`src/core/fpc_regs.svh`:
```
// timing, command codes and field positions for the flash command host
`ifndef FPC_REGS_SVH
`define FPC_REGS_SVH
`define FPC_CLK_MHZ        125
`define FPC_UNLOCK1_ADDR   22'h000555
`define FPC_UNLOCK2_ADDR   22'h0002AA
`define FPC_UNLOCK1_DATA   16'h00AA
`define FPC_UNLOCK2_DATA   16'h0055
`define FPC_CMD_PROGRAM    16'h00A0
`define FPC_CMD_BYPASS     16'h0020
`define FPC_CMD_ERASE_SET  16'h0080
`define FPC_CMD_CHIP_ERASE 16'h0010
`define FPC_CMD_SECT_ERASE 16'h0030
`define FPC_CMD_BYP_RST1   16'h0090
`define FPC_CMD_BYP_RST2   16'h0000
`define FPC_CMD_RESET      16'h00F0
`define FPC_CMD_SUSPEND    16'h00B0
// strobe phase times in ns
`define FPC_T_SETUP_NS     20
`define FPC_T_PULSE_NS     40
`define FPC_T_HOLD_NS      30
// sector erase accumulation window in ns; host flags the window late when it expires
`define FPC_T_WINDOW_NS    50000
`define FPC_T_RESET_NS     500
// status bit positions on the data bus
`define FPC_BIT_POLL       7
`define FPC_BIT_TOGGLE     6
`define FPC_BIT_TLE        5
`define FPC_BIT_WINDOW     3
`define FPC_BIT_ETOGGLE    2
`endif

```
`src/core/fpc_pkg.sv`:
```
// types shared by the flash command host
package fpc_pkg;
  typedef logic [21:0] fpc_addr_t;
  typedef logic [15:0] fpc_data_t;
  // user commands
  typedef enum logic [3:0] {
    FPC_OP_PROGRAM    = 4'h0,
    FPC_OP_BYP_ENTER  = 4'h1,
    FPC_OP_BYP_PROG   = 4'h2,
    FPC_OP_BYP_EXIT   = 4'h3,
    FPC_OP_CHIP_ERASE = 4'h4,
    FPC_OP_SECT_ERASE = 4'h5,
    FPC_OP_SECT_ADD   = 4'h6,
    FPC_OP_RESET      = 4'h7,
    FPC_OP_SUSPEND    = 4'h8,
    FPC_OP_HW_RESET   = 4'h9
  } fpc_op_t;
endpackage : fpc_pkg

```
`src/core/fpc_strobe_if.sv`:
```
// handshake between sequencer and the bus strobe engine
`timescale 1ns/10ps
interface fpc_strobe_if;
  logic        req;
  logic [21:0] addr;
  logic [15:0] data;
  logic        done;
  modport seq (output req, output addr, output data, input done);
  modport eng (input req, input addr, input data, output done);
endinterface : fpc_strobe_if

```
`src/core/fpc_strobe.sv`:
```
// one flash write cycle: address, chip select, write strobe, data
`timescale 1ns/10ps
`include "fpc_regs.svh"
module fpc_strobe (
  input  wire logic    i_clk,
  input  wire logic    i_rst,
  fpc_strobe_if.eng    bus,
  output logic         o_we_n,
  output logic         o_ce_n,
  output logic [21:0]  o_addr,
  output logic [15:0]  o_data,
  output logic         o_data_oe
);
  import fpc_pkg::*;
  localparam int SETUP_CYC = (`FPC_T_SETUP_NS * `FPC_CLK_MHZ + 999) / 1000;
  localparam int PULSE_CYC = (`FPC_T_PULSE_NS * `FPC_CLK_MHZ + 999) / 1000;
  localparam int HOLD_CYC  = (`FPC_T_HOLD_NS * `FPC_CLK_MHZ + 999) / 1000;
  typedef enum logic [3:0] {
    ST_IDLE  = 4'b0001,
    ST_SETUP = 4'b0010,
    ST_PULSE = 4'b0100,
    ST_HOLD  = 4'b1000
  } fpc_stb_t;
  fpc_stb_t   state_ff;
  logic [3:0] cnt_ff;
  // phase sequencer; address before strobe falls, data held past its rise
  always_ff @(posedge i_clk) begin
    bus.done <= 1'b0;
    if (i_rst) begin
      state_ff  <= ST_IDLE;
      cnt_ff    <= 4'h0;
      o_we_n    <= 1'b1;
      o_ce_n    <= 1'b1;
      o_addr    <= '0;
      o_data    <= '0;
      o_data_oe <= 1'b0;
    end else begin
      unique case (state_ff)
        ST_IDLE: if (bus.req) begin
          o_addr    <= bus.addr;
          o_data    <= bus.data;
          o_data_oe <= 1'b1;
          o_ce_n    <= 1'b0;
          cnt_ff    <= 4'(SETUP_CYC);
          state_ff  <= ST_SETUP;
        end
        ST_SETUP: if (cnt_ff <= 4'h1) begin
          o_we_n   <= 1'b0;
          cnt_ff   <= 4'(PULSE_CYC);
          state_ff <= ST_PULSE;
        end else cnt_ff <= cnt_ff - 4'h1;
        ST_PULSE: if (cnt_ff <= 4'h1) begin
          o_we_n   <= 1'b1;
          cnt_ff   <= 4'(HOLD_CYC);
          state_ff <= ST_HOLD;
        end else cnt_ff <= cnt_ff - 4'h1;
        ST_HOLD: if (cnt_ff <= 4'h1) begin
          o_ce_n    <= 1'b1;
          o_data_oe <= 1'b0;
          bus.done  <= 1'b1;
          state_ff  <= ST_IDLE;
        end else cnt_ff <= cnt_ff - 4'h1;
      endcase
    end
  end
endmodule : fpc_strobe

```
`src/core/fpc_host.sv`:
```
// host controller that issues program and erase sequences to the flash
`timescale 1ns/10ps
`include "fpc_regs.svh"
// Function
// - standard program is two unlocks, A0 set-up, then address and data.
// - hardware reset aborts program; host takes hardware reset only when idle, not while busy, and reissues nothing.
// - bypass entered by two unlocks then 20h to bank.
// - bypass program is A0h then address and data, repeatable.
// - bypass exit is 90h to bank, then 00h anywhere.
// - accelerate pin high only during accelerated program; host drives it high while the synchronized request is held and the host is idle or in bypass.
// - chip erase is unlock, unlock, 80h, unlock, unlock, 10h.
// - sector erase is five set-up writes then sector address with 30h.
// - extra sector writes under 50 us apart; host times the 50 us window and flags it late when it expires.
// - address on later falling strobe edge, data on earlier rising edge.
module fpc_host (
  input  wire logic            I_CORE_CLK,
  input  wire logic            I_RST,
  input  wire logic            i_cmd_valid,
  input  wire fpc_pkg::fpc_op_t i_cmd_op,
  input  wire fpc_pkg::fpc_addr_t i_cmd_addr,
  input  wire fpc_pkg::fpc_data_t i_cmd_data,
  input  wire logic            i_accel,
  input  wire logic            i_ready_busy_n,
  output logic                 o_cmd_ready,
  output logic                 o_cmd_done,
  output logic                 o_bypass,
  output logic                 o_window_open,
  output logic                 o_window_late,
  output logic                 o_busy,
  output logic                 o_we_n,
  output logic                 o_ce_n,
  output logic                 o_reset_n,
  output logic                 o_accel_high,
  output logic [21:0]          o_addr,
  output logic [15:0]          o_data,
  output logic                 o_data_oe
);
  import fpc_pkg::*;
  localparam int WIN_CYC = (`FPC_T_WINDOW_NS * `FPC_CLK_MHZ) / 1000;
  localparam int RST_CYC = (`FPC_T_RESET_NS * `FPC_CLK_MHZ + 999) / 1000;
  typedef enum logic [4:0] {
    ST_IDLE   = 5'b00001,
    ST_WRITE  = 5'b00010,
    ST_WAIT   = 5'b00100,
    ST_BUSY   = 5'b01000,
    ST_HWRST  = 5'b10000
  } fpc_host_st_t;

  // ***************************************************
  // command word tables
  // ***************************************************
  // unlock pair, shared by every full sequence
  function automatic logic [37:0] unlock_word(input logic sel);
    unlock_word = sel ? {`FPC_UNLOCK2_ADDR, `FPC_UNLOCK2_DATA}
                      : {`FPC_UNLOCK1_ADDR, `FPC_UNLOCK1_DATA};
  endfunction : unlock_word
  // write n of a sequence for the given op
  function automatic logic [37:0] seq_word(input fpc_op_t op,
                                           input logic [2:0] n,
                                           input logic [37:0] user);
    seq_word = user;
    unique case (op)
      FPC_OP_PROGRAM:
        if (n < 3'd2) seq_word = unlock_word(n[0]);
        else if (n == 3'd2)
          seq_word = {`FPC_UNLOCK1_ADDR, `FPC_CMD_PROGRAM};
      FPC_OP_BYP_ENTER:
        if (n < 3'd2) seq_word = unlock_word(n[0]);
        else seq_word = {user[37:16], `FPC_CMD_BYPASS};
      FPC_OP_BYP_PROG:
        if (n == 3'd0) seq_word = {user[37:16], `FPC_CMD_PROGRAM};
      FPC_OP_BYP_EXIT:
        seq_word = (n == 3'd0) ? {user[37:16], `FPC_CMD_BYP_RST1}
                               : {user[37:16], `FPC_CMD_BYP_RST2};
      FPC_OP_CHIP_ERASE, FPC_OP_SECT_ERASE:
        if (n == 3'd2)
          seq_word = {`FPC_UNLOCK1_ADDR, `FPC_CMD_ERASE_SET};
        else if (n < 3'd5) seq_word = unlock_word(n[0] ^ n[1] ^ n[2]);
        else if (op == FPC_OP_CHIP_ERASE)
          seq_word = {`FPC_UNLOCK1_ADDR, `FPC_CMD_CHIP_ERASE};
        else seq_word = {user[37:16], `FPC_CMD_SECT_ERASE};
      FPC_OP_SECT_ADD:
        seq_word = {user[37:16], `FPC_CMD_SECT_ERASE};
      FPC_OP_RESET:
        seq_word = {user[37:16], `FPC_CMD_RESET};
      FPC_OP_SUSPEND:
        seq_word = {user[37:16], `FPC_CMD_SUSPEND};
      default: seq_word = user;
    endcase
  endfunction : seq_word
  function automatic logic [2:0] seq_len(input fpc_op_t op);
    unique case (op)
      FPC_OP_PROGRAM:                      seq_len = 3'd4;
      FPC_OP_BYP_ENTER:                    seq_len = 3'd3;
      FPC_OP_BYP_PROG, FPC_OP_BYP_EXIT:    seq_len = 3'd2;
      FPC_OP_CHIP_ERASE, FPC_OP_SECT_ERASE: seq_len = 3'd6;
      default:                             seq_len = 3'd1;
    endcase
  endfunction : seq_len

  // ***************************************************
  // state
  // ***************************************************
  fpc_host_st_t state_ff;
  fpc_op_t      op_ff;
  logic [2:0]   idx_ff;
  logic [37:0]  user_ff;
  logic [15:0]  win_ff;
  logic [9:0]   rst_cnt_ff;
  logic         rdy_s1_ff, rdy_s2_ff, rdy_s3_ff, rdy_ff;
  logic         acc_s1_ff, acc_s2_ff, acc_s3_ff, acc_ff;
  logic         stb_req_ff;
  logic [37:0]  stb_word;
  logic         cmd_legal;
  fpc_strobe_if sif ();

  assign stb_word = seq_word(op_ff, idx_ff, user_ff);
  assign sif.req  = stb_req_ff;
  assign sif.addr = stb_word[37:16];
  assign sif.data = stb_word[15:0];

  // in bypass only bypass ops and hardware reset are sent; busy device takes only suspend and hardware reset
  always_comb begin
    cmd_legal = 1'b1;
    if (o_bypass)
      cmd_legal = (i_cmd_op == FPC_OP_BYP_PROG) ||
                  (i_cmd_op == FPC_OP_BYP_EXIT) ||
                  (i_cmd_op == FPC_OP_HW_RESET);
    else if (i_cmd_op == FPC_OP_BYP_PROG || i_cmd_op == FPC_OP_BYP_EXIT)
      cmd_legal = 1'b0;
    if (o_busy && i_cmd_op != FPC_OP_HW_RESET &&
        i_cmd_op != FPC_OP_SUSPEND)
      cmd_legal = 1'b0;
  end

  // ready/busy and accelerate request pass three flops, then a flop loaded only when the last two agree
  always_ff @(posedge I_CORE_CLK) begin
    if (I_RST) begin
      {rdy_s1_ff, rdy_s2_ff, rdy_s3_ff, rdy_ff} <= 4'hF;
      {acc_s1_ff, acc_s2_ff, acc_s3_ff, acc_ff} <= 4'h0;
    end else begin
      rdy_s1_ff <= i_ready_busy_n;
      rdy_s2_ff <= rdy_s1_ff;
      rdy_s3_ff <= rdy_s2_ff;
      if (rdy_s2_ff == rdy_s3_ff) rdy_ff <= rdy_s3_ff;
      acc_s1_ff <= i_accel;
      acc_s2_ff <= acc_s1_ff;
      acc_s3_ff <= acc_s2_ff;
      if (acc_s2_ff == acc_s3_ff) acc_ff <= acc_s3_ff;
    end
  end

  // ***************************************************
  // sequencer
  // ***************************************************
  always_ff @(posedge I_CORE_CLK) begin
    o_cmd_done <= 1'b0;
    if (I_RST) begin
      state_ff    <= ST_IDLE;
      op_ff       <= FPC_OP_RESET;
      idx_ff      <= 3'd0;
      user_ff     <= '0;
      stb_req_ff  <= 1'b0;
      o_cmd_ready <= 1'b0;
      o_busy      <= 1'b0;
      o_reset_n   <= 1'b1;
      rst_cnt_ff  <= 10'h000;
    end else begin
      unique case (state_ff)
        ST_IDLE: begin
          o_cmd_ready <= 1'b1;
          if (i_cmd_valid && o_cmd_ready && cmd_legal) begin
            o_cmd_ready <= 1'b0;
            op_ff       <= i_cmd_op;
            user_ff     <= {i_cmd_addr, i_cmd_data};
            idx_ff      <= 3'd0;
            if (i_cmd_op == FPC_OP_HW_RESET) begin
              o_reset_n  <= 1'b0;
              rst_cnt_ff <= 10'(RST_CYC);
              state_ff   <= ST_HWRST;
            end else begin
              stb_req_ff <= 1'b1;
              state_ff   <= ST_WRITE;
            end
          end else if (i_cmd_valid && o_cmd_ready) begin
            o_cmd_ready <= 1'b0;
            o_cmd_done  <= 1'b1; // refused command, no bus cycle
          end
        end
        ST_WRITE: begin
          stb_req_ff <= 1'b0;
          state_ff   <= ST_WAIT;
        end
        ST_WAIT: if (sif.done) begin
          if (idx_ff + 3'd1 < seq_len(op_ff)) begin
            idx_ff     <= idx_ff + 3'd1;
            stb_req_ff <= 1'b1;
            state_ff   <= ST_WRITE;
          end else if (op_ff == FPC_OP_PROGRAM ||
                       op_ff == FPC_OP_BYP_PROG ||
                       op_ff == FPC_OP_CHIP_ERASE) begin
            o_busy   <= 1'b1;
            state_ff <= ST_BUSY;
          end else begin
            o_cmd_done <= 1'b1;
            state_ff   <= ST_IDLE;
          end
        end
        ST_BUSY: if (rdy_ff) begin // wait for device to finish
          o_busy     <= 1'b0;
          o_cmd_done <= 1'b1;
          state_ff   <= ST_IDLE;
        end
        ST_HWRST: if (rst_cnt_ff <= 10'h001) begin
          o_reset_n  <= 1'b1;
          o_busy     <= 1'b0;
          o_cmd_done <= 1'b1;
          state_ff   <= ST_IDLE;
        end else rst_cnt_ff <= rst_cnt_ff - 10'h001;
      endcase
    end
  end

  // bypass tracking: command entry or accelerate pin
  always_ff @(posedge I_CORE_CLK) begin
    if (I_RST) begin
      o_bypass     <= 1'b0;
      o_accel_high <= 1'b0;
    end else begin
      o_accel_high <= acc_ff && (o_bypass || state_ff == ST_IDLE);
      if (state_ff == ST_HWRST) o_bypass <= 1'b0;
      else if (acc_ff) o_bypass <= 1'b1;
      else if (state_ff == ST_WAIT && sif.done &&
               idx_ff + 3'd1 == seq_len(op_ff)) begin
        if (op_ff == FPC_OP_BYP_ENTER) o_bypass <= 1'b1;
        else if (op_ff == FPC_OP_BYP_EXIT) o_bypass <= 1'b0;
      end
    end
  end

  // sector accumulation window, timed from final chip select rise
  always_ff @(posedge I_CORE_CLK) begin
    if (I_RST) begin
      win_ff        <= 16'h0000;
      o_window_open <= 1'b0;
      o_window_late <= 1'b0;
    end else if (state_ff == ST_HWRST) begin
      win_ff        <= 16'h0000;
      o_window_open <= 1'b0;
    end else if (state_ff == ST_WAIT && sif.done &&
                 idx_ff + 3'd1 == seq_len(op_ff) &&
                 (op_ff == FPC_OP_SECT_ERASE || op_ff == FPC_OP_SECT_ADD)) begin
      win_ff        <= 16'(WIN_CYC);
      o_window_open <= 1'b1;
      o_window_late <= 1'b0;
    end else if (o_window_open && state_ff == ST_WRITE &&
                 op_ff != FPC_OP_SECT_ADD) begin
      o_window_open <= 1'b0;
    end else if (o_window_open) begin
      if (win_ff <= 16'h0001) begin
        o_window_open <= 1'b0;
        o_window_late <= 1'b1; // erase may have begun
      end else win_ff <= win_ff - 16'h0001;
    end
  end

  fpc_strobe u_strobe (
    .i_clk     (I_CORE_CLK),
    .i_rst     (I_RST),
    .bus       (sif),
    .o_we_n    (o_we_n),
    .o_ce_n    (o_ce_n),
    .o_addr    (o_addr),
    .o_data    (o_data),
    .o_data_oe (o_data_oe)
  );
endmodule : fpc_host

```
`config.mk`:
```
export PLATFORM = sky130hd
export DESIGN_NAME = fpc_host
export DESIGN_NICKNAME = d
export VERILOG_FILES = /design/src/core/fpc_pkg.sv /design/src/core/fpc_strobe_if.sv /design/src/core/fpc_strobe.sv /design/src/core/fpc_host.sv
export VERILOG_INCLUDE_DIRS = /design/src /design/src/core
export SDC_FILE = /design/constraint.sdc
export NUM_CORES = 1
export LEC_CHECK = 0
export ABC_AREA = 1
export BUFFER_PORTS_ARGS = -buffer_cell sky130_fd_sc_hd__buf_2
export CAP_MARGIN = 30
export CORE_AREA = 3 3 112 114
export DETAILED_ROUTE_END_ITERATION = 12
export DIE_AREA = 0 0 115 117
export PLACE_DENSITY = 0.79
export SYNTH_ARGS = -nofsm -noshare
export SYNTH_HDL_FRONTEND = slang
export SYNTH_SLANG_ARGS = --single-unit
```
`constraint.sdc`:
```
create_clock -name I_CORE_CLK -period 3.8 [get_ports I_CORE_CLK]
set_input_delay 0.19 -clock I_CORE_CLK [delete_from_list [all_inputs] [get_ports I_CORE_CLK]]
set_output_delay 0.19 -clock I_CORE_CLK [all_outputs]
set_load 0.005 [all_outputs]
```
==> impl_metrics.csv, run 1 <==
group,metric,value,unit
synthesis,syn_inst,985,
finish,layout_commonest_cell,"nand2_1",
die,fp.dieH,117,um
clock_network,cts_tree,"built",
synthesis,synth_edf_count,0,
synthesis,synth_mux_area_share,0,%
global_route,grt_pass1_wl,28600,um
global_route,grt-ovfl-total,0,
power,peakVddDrop,0.440,mV
timing,relSlewSlack,31.5,%
die,start_util,59.9,%
worst_setup_path,worstPathCellList,"inv_2, nor2_2, nand2_1, nand2_1, o21ai_0, ha_1, nand2_1, nor2_1, nand3_1, nand2_2, a21oi_1",
timing,fin_skew,0.00705,ns
global_route,grt_pass1_vias,6343,
synthesis,synth-seq-cells,143,
synthesis,synth-async-reset-ratio,0,%
timing,final_min_period_over_clock_period,66.5,%
worst_setup_path,cp_common_cell,"nand2_1",
timing,period_minus_slack,2.53,ns
finish,antennaDiodeCount,0,
synthesis,synthSimpleGateAreaFrac,28.4,%
synthesis,ys_seq_area_share,41.5,%
route,num_vias,6823,
worst_setup_path,critPathLaunchType,"flip-flop",
worst_setup_path,reg2regPathDepth,11,
die,rows,39,
route,dr.first_iter.drc_count,615,
timing,timing.setup.tns,0,ns
route,wl,16900,um
synthesis,synth_fa_ha_area_share,2.18,%
timing,report.final.hold_viol_count,0,
worst_hold_path,hold-path-cell-count,3,
clock_network,cts_setup_buffers,0,
route,wl_per_cell,13.6,um
synthesis,synth_top_family_by_area,"simple AND/OR/NAND/NOR gates",
synthesis,ys.flop_type,"dfxtp_1",
synthesis,ys_warn_count,0,
timing,finalSetupViolations,0,
finish,final_cell_mix,"nand2_1, dfxtp_1, nor2_1",
route,drcViolationCount,0,
clock_network,cts-htree-levels,4,
worst_hold_path,hold_path_class,"in2reg",
clock_network,clk_latency,0.43,ns
synthesis,synth.distinct_cells,40,
synthesis,synth_compound_area_share,17.2,%
timing,fmax,0.396,GHz
clock_network,cts-root-buf,"clkbuf_16",
clock_network,clock_tree.buffer_depth,2,
outcome,status,"finished clean",
die,die-width,115,um
place,gp_congestion,0.940,
worst_setup_path,crit_path_max_incr_delay,0.42,ns
finish,drive_above_1_share,15.6,%
global_route,grt_usage,26.1,%
worst_setup_path,cp.arrival,2.83,ns
job,max-cap-violations,0,
worst_setup_path,reg2reg_slack,1.27,ns
die,pin_count,96,
clock_network,clock_sinks,143,
place,hpwl,11500,um
worst_setup_path,cp-end-kind,"flip-flop",
worst_setup_path,crit_path_max_fanout,12,
worst_setup_path,crit_type,"reg2reg",
route,firstDrtPassIters,6,
synthesis,synthXorXnorAreaFrac,2.29,%
global_route,grt_start_max_net_pins,60,
finish,nets,1151,
finish,postLayoutCoreUtil,71.8,%
place,portBuffers,95,
worst_setup_path,crit_required,4.10,ns
route,vias_per_cell,5.47,
timing,worst_pin_slew,1.02,ns
die,coreArea,11500,um2
power,power.density,585,nW/um2
timing,rsz0062_at_grt,"false",
worst_setup_path,slowest_stage,"dfxtp_1",
finish,syn2layout_area_growth,20.0,%
global_route,antenna_found_initial,0,
clock_network,cts_buffers,17,
route,ant_nets,0,
power,leakage,4.01,nW
synthesis,synth_fp_nets,1044,
synthesis,avgSynthCellArea,7.00,um2
clock_network,cts.clk_slew.worst_paths,0.06,ns
synthesis,synth_area,6900,um2
die,dieArea,13500,um2
timing,slew_violations,0,
per-stage QoR:
step           cells  power, mW  worst slack [ns]  hold slack (ns)  cell area, um2
3_3_place_gp    1193       3.06              1.38            0.380            7420
2_1_floorplan    985       2.73              1.66            0.294            6900
5_1_grt         1248       5.12             0.965           0.0210            8270
6_report        1248       4.84              1.27           0.0235            8270
4_1_cts         1248       4.85              1.30          0.00220            8270
3_5_place_dp    1193       3.09              1.29            0.390            7420
worst paths after layout:
check,start,end
max,op_ff[2],win_ff[8]
max reg2reg,op_ff[2],win_ff[8]
min reg2reg,acc_s1_ff,acc_s2_ff
min,i_cmd_addr[11],user_ff[27]
power by group:
group	switching, mW	internal, mW
Combinational	0.753	0.439
Sequential	0.152	1.76
Clock	0.676	1.06
Total	1.58	3.26
cells by family (layout without fill, tap and decap cells):
logic type | count (synthesis) | in the layout
flops | 143 | 143
fa+ha+maj | 12 | 12
simple gates | 448 | 448
compound gates | 219 | 219
buf+inv | 145 | 265
xor+xnor | 18 | 18
worst max-delay path, delay by kind of cell, from the launching register on:
family | cells | cell delay [ns]
compound gates | 2 | 0.20
flops | 1 | 0.42
fa+ha+maj | 1 | 0.31
simple gates | 7 | 1.41
buf+inv | 1 | 0.08
Yosys cell counts (2+ instances only):
cell,number,share of area [%]
nand2_1,189,10
dfxtp_1,143,42
nor2_1,136,7.4
inv_1,100,5.4
a21oi_1,88,6.4
o21ai_0,87,6.3
nand3_1,67,4.9
clkbuf_1,17,0.93
nor3_1,13,0.94
o21ai_1,13,0.94
xor2_1,13,1.7
ha_1,12,2.2
inv_2,11,0.60
nand4_1,11,1.0
buf_2,10,0.73
o21a_1,10,1.1
o211ai_1,8,0.87
or2_2,6,0.54
a31oi_1,5,0.45
nand3b_1,5,0.54
nor2_2,5,0.45
xnor2_1,5,0.64
buf_4,4,0.44
nand2_2,4,0.36
nor2_4,4,0.65
a211oi_1,2,0.22
buf_1,2,0.11
nand3_2,2,0.29
nor3_2,2,0.29
sequential cells by signal, summed over array words and instances, names as in the netlist, 3 cells and up:
| register | cells |
|---|---|
| u_strobe.state_ff | 4 |
| op_ff | 4 |
| state_ff | 5 |
| user_ff | 38 |
| u_strobe.o_data | 16 |
| u_strobe.cnt_ff | 4 |
| idx_ff | 3 |
| rst_cnt_ff | 10 |
| u_strobe.o_addr | 22 |
| win_ff | 16 |
layer usage:
layer | GRT usage (%) | wire (um)
met1 | 32.7 | 7270
met2 | 42.8 | 7970
met3 | 6.94 | 1200
met4 | 11.1 | 497
met5 | 0 | 0
final cells by class:
class,count,area [um2]
clock buffers,18,439
clock inverters,14,181
fillers,951,3240
inverters,111,417
multi-input cells,697,3460
flip-flops and latches,143,2860
well taps,143,179
repair buffers,122,736
timing repair:
action,CTS,global route
resized for setup,0,0
hold buffers,23,0
endpoints found under the hold margin,23,0
No activity file was read; power rests on OpenSTA's default activity.
==> run 2, diff against run 1 <==
--- a/config.mk
+++ b/config.mk
@@ -6,13 +6,13 @@
 export SDC_FILE = /design/constraint.sdc
 export NUM_CORES = 1
 export LEC_CHECK = 0
-export ABC_AREA = 1
+export ABC_AREA = 0
 export BUFFER_PORTS_ARGS = -buffer_cell sky130_fd_sc_hd__buf_2
 export CAP_MARGIN = 30
-export CORE_AREA = 3 3 112 114
+export CORE_AREA = 3 3 111 113
 export DETAILED_ROUTE_END_ITERATION = 12
-export DIE_AREA = 0 0 115 117
-export PLACE_DENSITY = 0.79
+export DIE_AREA = 0 0 114 116
+export PLACE_DENSITY = 0.77
 export SYNTH_ARGS = -nofsm -noshare
 export SYNTH_HDL_FRONTEND = slang
 export SYNTH_SLANG_ARGS = --single-unit
==> constraint.sdc (replaced) <==
create_clock -name I_CORE_CLK -period 2.4 [get_ports I_CORE_CLK]
set_input_delay 0.12 -clock I_CORE_CLK [delete_from_list [all_inputs] [get_ports I_CORE_CLK]]
set_output_delay 0.12 -clock I_CORE_CLK [all_outputs]
set_load 0.005 [all_outputs]
==> run 2 against run 1 <==
  * Count of clock-buffer cells in the layout is the same
  * Largest power group unchanged
  * Register-to-register slack lost 1.1 ns
  * Cell count shrank 11%
  * Maximum frequency grew 13%
  * Cell area shrank 0.73%
  * Critical endpoint is now sif.req
  * Sequential share of layout area grew 0.27 points
  * Total power grew 40%
  * Via count shrank 5.3%
  * Sequential power grew 47%
  * Critical path depth shrank 2
==> impl_metrics.csv, run 2 <==
group,metric,value,unit
finish,largest_reg_flops,38,
timing,report.final.hold_viol_count,0,
clock_network,clock_tree.buffer_depth,2,
timing,final_min_period_over_clock_period,93.2,%
synthesis,synth.top_cells.by_count,"dfxtp_1, nand2_1, nor2_1, a21oi_1, o21ai_0",
place,portBuffers,95,
place,dp_cells,1030,
worst_setup_path,reg2regPathDepth,9,
synthesis,synth_most_common_cell,"dfxtp_1",
synthesis,ys.flop_type,"dfxtp_1",
synthesis,ys_seq_area_share,44.1,%
die,start_util,56.8,%
die,dieArea,13200,um2
timing,period_minus_slack,2.24,ns
die,rows,39,
clock_network,cts-root-buf,"clkbuf_16",
clock_network,cts_tree,"built",
place,gp_congestion,0.930,
global_route,met1_usage,35.4,%
die,pin_count,96,
synthesis,synth_area_leaders,"dfxtp_1, nand2_1, a21oi_1, nor2_1, o21ai_0",
place,pre_cts_slack,0.0607,ns
synthesis,ys_warn_count,0,
timing,fmax,0.447,GHz
worst_setup_path,crit_required,2.77,ns
global_route,grt_pass1_vias,6413,
global_route,grt_start_max_net_pins,74,
power,power.density,822,nW/um2
timing,worst_pin_slew,0.551,ns
die,coreArea,11400,um2
worst_hold_path,hold-path-cell-count,3,
finish,nets,1008,
clock_network,clock_sinks,143,
global_route,met3_usage,7.26,%
power,peakVddDrop,0.695,mV
synthesis,synth-async-reset-ratio,0,%
synthesis,syn_inst,810,
global_route,antenna_found_initial,0,
synthesis,synth.distinct_cells,75,
timing,rsz0062_at_grt,"false",
clock_network,cts_buffers,17,
route,wl,18600,um
finish,finalNonFillerCells,1105,
job,max-cap-violations,0,
worst_setup_path,cp.arrival,2.60,ns
finish,syn2layout_area_growth,26.6,%
timing,fin_skew,0.0119,ns
synthesis,synth_area,6490,um2
power,total_power,6.75,mW
finish,largest_register,"user_ff",
synthesis,avgSynthCellArea,8.01,um2
route,firstDrtPassIters,5,
global_route,grt-ovfl-total,0,
worst_hold_path,hold_path_class,"in2reg",
synthesis,synth_fp_nets,869,
finish,antennaDiodeCount,0,
worst_setup_path,crit_type,"reg2reg",
global_route,grt_usage,29.0,%
synthesis,synth.top_cell.area_share,44.1,%
power,leakage,3.26,nW
die,fp.dieH,116,um
route,dr.first_iter.drc_count,640,
global_route,grt_pass1_wl,30900,um
outcome,status,"finished clean",
worst_setup_path,crit_path_max_fanout,7,
place,hpwl,11900,um
global_route,groute.layer.met2.usage,48.5,%
route,ant_nets,0,
synthesis,synth-seq-cells,143,
finish,final_cell_mix,"dfxtp_1, nand2_1, buf_2",
worst_setup_path,critPathLaunchType,"flip-flop",
clock_network,cts.clk_slew.worst_paths,0.06,ns
route,drcViolationCount,0,
timing,timing.setup.tns,0,ns
finish,drive_above_1_share,18.6,%
global_route,top_usage_layer,"met2",
finish,postLayoutCoreUtil,71.9,%
timing,relSlewSlack,62.8,%
route,num_vias,6463,
synthesis,synth_edf_count,0,
timing,slew_violations,0,
finish,layout_commonest_cell,"dfxtp_1",
timing,finalSetupViolations,0,
die,die-width,114,um
route,wl_per_cell,16.9,um
clock_network,clk_latency,0.43,ns
synthesis,synth.largest_area_cell,"dfxtp_1",
clock_network,cts-htree-levels,4,
route,vias_per_cell,5.85,
finish,reg.largest.list,"user_ff x38, u_strobe.o_addr x22",
timing,setup_ws,0.164,ns
worst_setup_path,cp-end-kind,"flip-flop",
==> run 2: final cells by class <==
type                            count  area, um2
Clock inverter                     14        136
Inverter                           25       93.8
Fill cell                         846       3210
Multi-Input combinational cell    595       3360
Sequential cell                   143       2860
Clock buffer                       18        429
Tap cell                          143        179
Timing Repair Buffer              167       1150
==> run 2: what timing repair did <==
action / in CTS / in global routing
buffers inserted: 0 / 0
hold buffers: 43 / 0
setup endpoints to repair: 0 / 20
resized for setup: 0 / 5
endpoints found under the hold margin: 43 / 0
==> run 2: metrics by stage <==
stage	hold WS, ns	area (um2)
2_1_floorplan	0.224	6500
3_3_place_gp	0.305	7190
4_1_cts	0.00998	8190
5_1_grt	0.0330	8210
6_report	0.0213	8210
3_5_place_dp	0.306	7190
==> run 2: where the power goes <==
part | internal [mW] | switching, mW
Sequential | 2.59 | 0.205
Clock | 1.44 | 1.09
Combinational | 0.573 | 0.850
Total | 4.61 | 2.14
==> run 2: final timing paths <==
kind | start | endpoint | slack [ns]
hold / removal | i_cmd_op[1] | op_ff[1] | 0.02
setup / recovery | idx_ff[0] | sif.req | 0.16
hold reg to reg | rdy_s1_ff | rdy_s2_ff | 0.42
setup reg to reg | idx_ff[0] | sif.req | 0.16
==> run 2: kinds of logic (layout without fill, tap and decap cells) <==
family,count (synthesis),count (layout),synth area share (%)
simple gates,337,337,24.3
xor+xnor,28,28,3.78
fa+ha+maj,12,12,2.31
flops,143,143,44.1
compound gates,216,216,20.7
buf+inv,72,224,4.53
mux,2,2,0.328
==> run 2: worst max-delay path, cell delays in order, from the launching register on <==
cell	delay, ns
dfxtp_1	0.38
ha_1	0.20
xor2_1	0.24
ha_1	0.29
a21oi_1	0.25
o21ai_4	0.12
nor2_1	0.10
nor2_1	0.04
a2111oi_0	0.39
o211a_1	0.18
==> run 2: metal layers <==
metal	routed length [um]	up-vias	share of wire [%]
met2	9150	265	49
met4	477	0	2.6
met3	1330	42	7.1
met1	7680	3042	41
li1	-	3114	-
met5	0	-	0
==> run 3, diff against run 2 <==
--- a/config.mk
+++ b/config.mk
@@ -10,8 +10,10 @@
 export BUFFER_PORTS_ARGS = -buffer_cell sky130_fd_sc_hd__buf_2
 export CAP_MARGIN = 30
 export CORE_AREA = 3 3 111 113
+export CTS_CLUSTER_DIAMETER = 40
 export DETAILED_ROUTE_END_ITERATION = 12
 export DIE_AREA = 0 0 114 116
+export MAX_ROUTING_LAYER = met4
 export PLACE_DENSITY = 0.77
 export SYNTH_ARGS = -nofsm -noshare
 export SYNTH_HDL_FRONTEND = slang
==> run 3 against run 2 <==
  * Clock skew decreased by 0.0040 ns
  * Die area unchanged
  * Critical path depth increased by 1
  * Maximum frequency decreased by 2.0%
  * Utilization increased by 0.51 points
  * Via count increased by 1.3%
  * First-iteration DRC count increased by 1.3%
  * Count of clock-buffer cells in the layout unchanged
  * Sequential cell count unchanged
  * Sequential power about the same
  * Hold slack improved by 0.0078 ns
  * Largest cell class unchanged
  * Highest routed layer unchanged
==> impl_metrics.csv, run 3 (synthesis results as in run 2) <==
group,metric,value,unit
route,firstDrtPassIters,5,
timing,final_min_period_over_clock_period,95.1,%
place,gp_congestion,0.926,
timing,report.final.hold_viol_count,0,
route,wl_per_cell,17.4,um
die,pin_count,96,
place,hpwl,11900,um
clock_network,clk_latency,0.43,ns
timing,setup_ws,0.118,ns
worst_setup_path,crit_path_max_fanout,8,
worst_setup_path,cp-end-kind,"flip-flop",
route,num_vias,6544,
route,vias_per_cell,5.91,
worst_setup_path,crit_type,"reg2reg",
global_route,grt_pass1_vias,6348,
finish,finalInstanceArea,8270,um2
clock_network,cts-root-buf,"clkbuf_16",
worst_hold_path,hold_path_class,"in2reg",
timing,fmax,0.438,GHz
power,peakVddDrop,0.675,mV
place,pre_cts_slack,0.111,ns
clock_network,clock_sinks,143,
finish,final_cell_mix,"dfxtp_1, nand2_1, buf_2",
finish,antennaDiodeCount,0,
timing,finalSetupViolations,0,
route,drcViolationCount,0,
clock_network,cts_buffers,17,
die,dieArea,13200,um2
power,power.density,847,nW/um2
finish,drive_above_1_share,18.8,%
timing,slew_violations,0,
power,leakage,3.32,nW
global_route,grt_usage,30.5,%
clock_network,clock_tree.buffer_depth,2,
clock_network,cts-htree-levels,4,
timing,worst_pin_slew,0.511,ns
die,fp.dieH,116,um
finish,num-fill-cells,856,
die,rows,39,
global_route,grt-ovfl-total,0,
place,portBuffers,95,
die,die-width,114,um
clock_network,cts.clk_slew.worst_paths,0.06,ns
finish,layout_commonest_cell,"dfxtp_1",
timing,fin_skew,0.00798,ns
outcome,status,"finished clean",
finish,largest_register,"user_ff",
worst_setup_path,crit_required,2.77,ns
place,dp_cells,1032,
route,wl,19200,um
finish,reg.largest.list,"user_ff x38, u_strobe.o_addr x22",
worst_hold_path,hold-path-cell-count,3,
timing,period_minus_slack,2.28,ns
finish,finalNonFillerCells,1107,
finish,syn2layout_area_growth,27.5,%
worst_setup_path,reg2regPathDepth,10,
clock_network,cts_tree,"built",
place,placed_area,7210,um2
route,dr.first_iter.drc_count,648,
timing,timing.setup.tns,0,ns
timing,relSlewSlack,65.1,%
global_route,grt_start_max_net_pins,74,
worst_setup_path,critPathLaunchType,"flip-flop",
finish,nets,1010,
worst_setup_path,cp.arrival,2.65,ns
global_route,grt_pass1_wl,31200,um
job,max-cap-violations,0,
finish,largest_reg_flops,38,
timing,rsz0062_at_grt,"false",
global_route,antenna_found_initial,0,
die,coreArea,11400,um2
die,start_util,56.8,%
route,ant_nets,0,
-- run 3: cell types whose count changed in the layout (fill, tap and decap cells not counted), moves of 2 or more --
| cell | delta |
|---|---|
| clkinvlp_4 | -5 |
| buf_4 | +2 |
| bufinv_16 | +2 |
| clkinv_4 | +2 |
-- run 3: metal layers --
metal	share of wire (%)	vias up	track usage [%]	wire length, um
met1	42	3102	36.1	8020
met5	0	-	-	0
met3	7.2	50	7.73	1370
met4	2.8	0	12.5	529
li1	-	3119	-	-
met2	48	273	49.6	9290
-- run 3: critical path: stages, from the launching register on --
cell and delay [ns]:
dfxtp_1 0.46, clkinv_1 0.14, nand2_1 0.11, nand2_1 0.06
ha_1 0.30, a21oi_1 0.19, o21ai_2 0.14, nor2_1 0.11
nor2_1 0.04, a2111oi_0 0.48, o211a_1 0.19
-- run 3: report_power, final --
group	total, mW	internal, mW	switching, mW
logic	1.44	0.580	0.858
registers	2.80	2.59	0.210
clock network	2.77	1.68	1.09
-- run 3: through the flow --
step	hold WS (ns)	utilization [%]	power [mW]
floorplan	0.224	-	3.68
global placement	0.307	63.1	4.13
detailed placement	0.311	63.1	4.18
CTS	0.00325	72.3	6.98
global route	0.0150	72.4	7.33
finish	0.0291	72.4	7.01
-- run 3: repair_timing --
| action | 4_1_cts | 5_1_grt |
|---|---|---|
| buffers inserted | 0 | 0 |
| hold endpoints to repair | 43 | 0 |
| hold buffers | 43 | 0 |
| gates resized for setup | 0 | 3 |
| endpoints found under the setup margin | 0 | 21 |
-- run 3: worst paths after layout --
path / from / end / slack (ns)
worst max-delay path: op_ff[2] / sif.req / 0.12
worst min-delay path: i_cmd_op[2] / op_ff[2] / 0.03
worst max register to register: op_ff[2] / sif.req / 0.12
worst min register to register: rdy_s1_ff / rdy_s2_ff / 0.42
-- run 3: final cells by class --
class,instances,area [um2],share of cell area (%)
inverters,25,93.8,1.13
repair buffers,169,1170,14.1
clock buffers,18,439,5.31
well taps,143,179,2.16
clock inverters,14,181,2.19
multi-input cells,595,3350,40.5
flip-flops and latches,143,2860,34.6
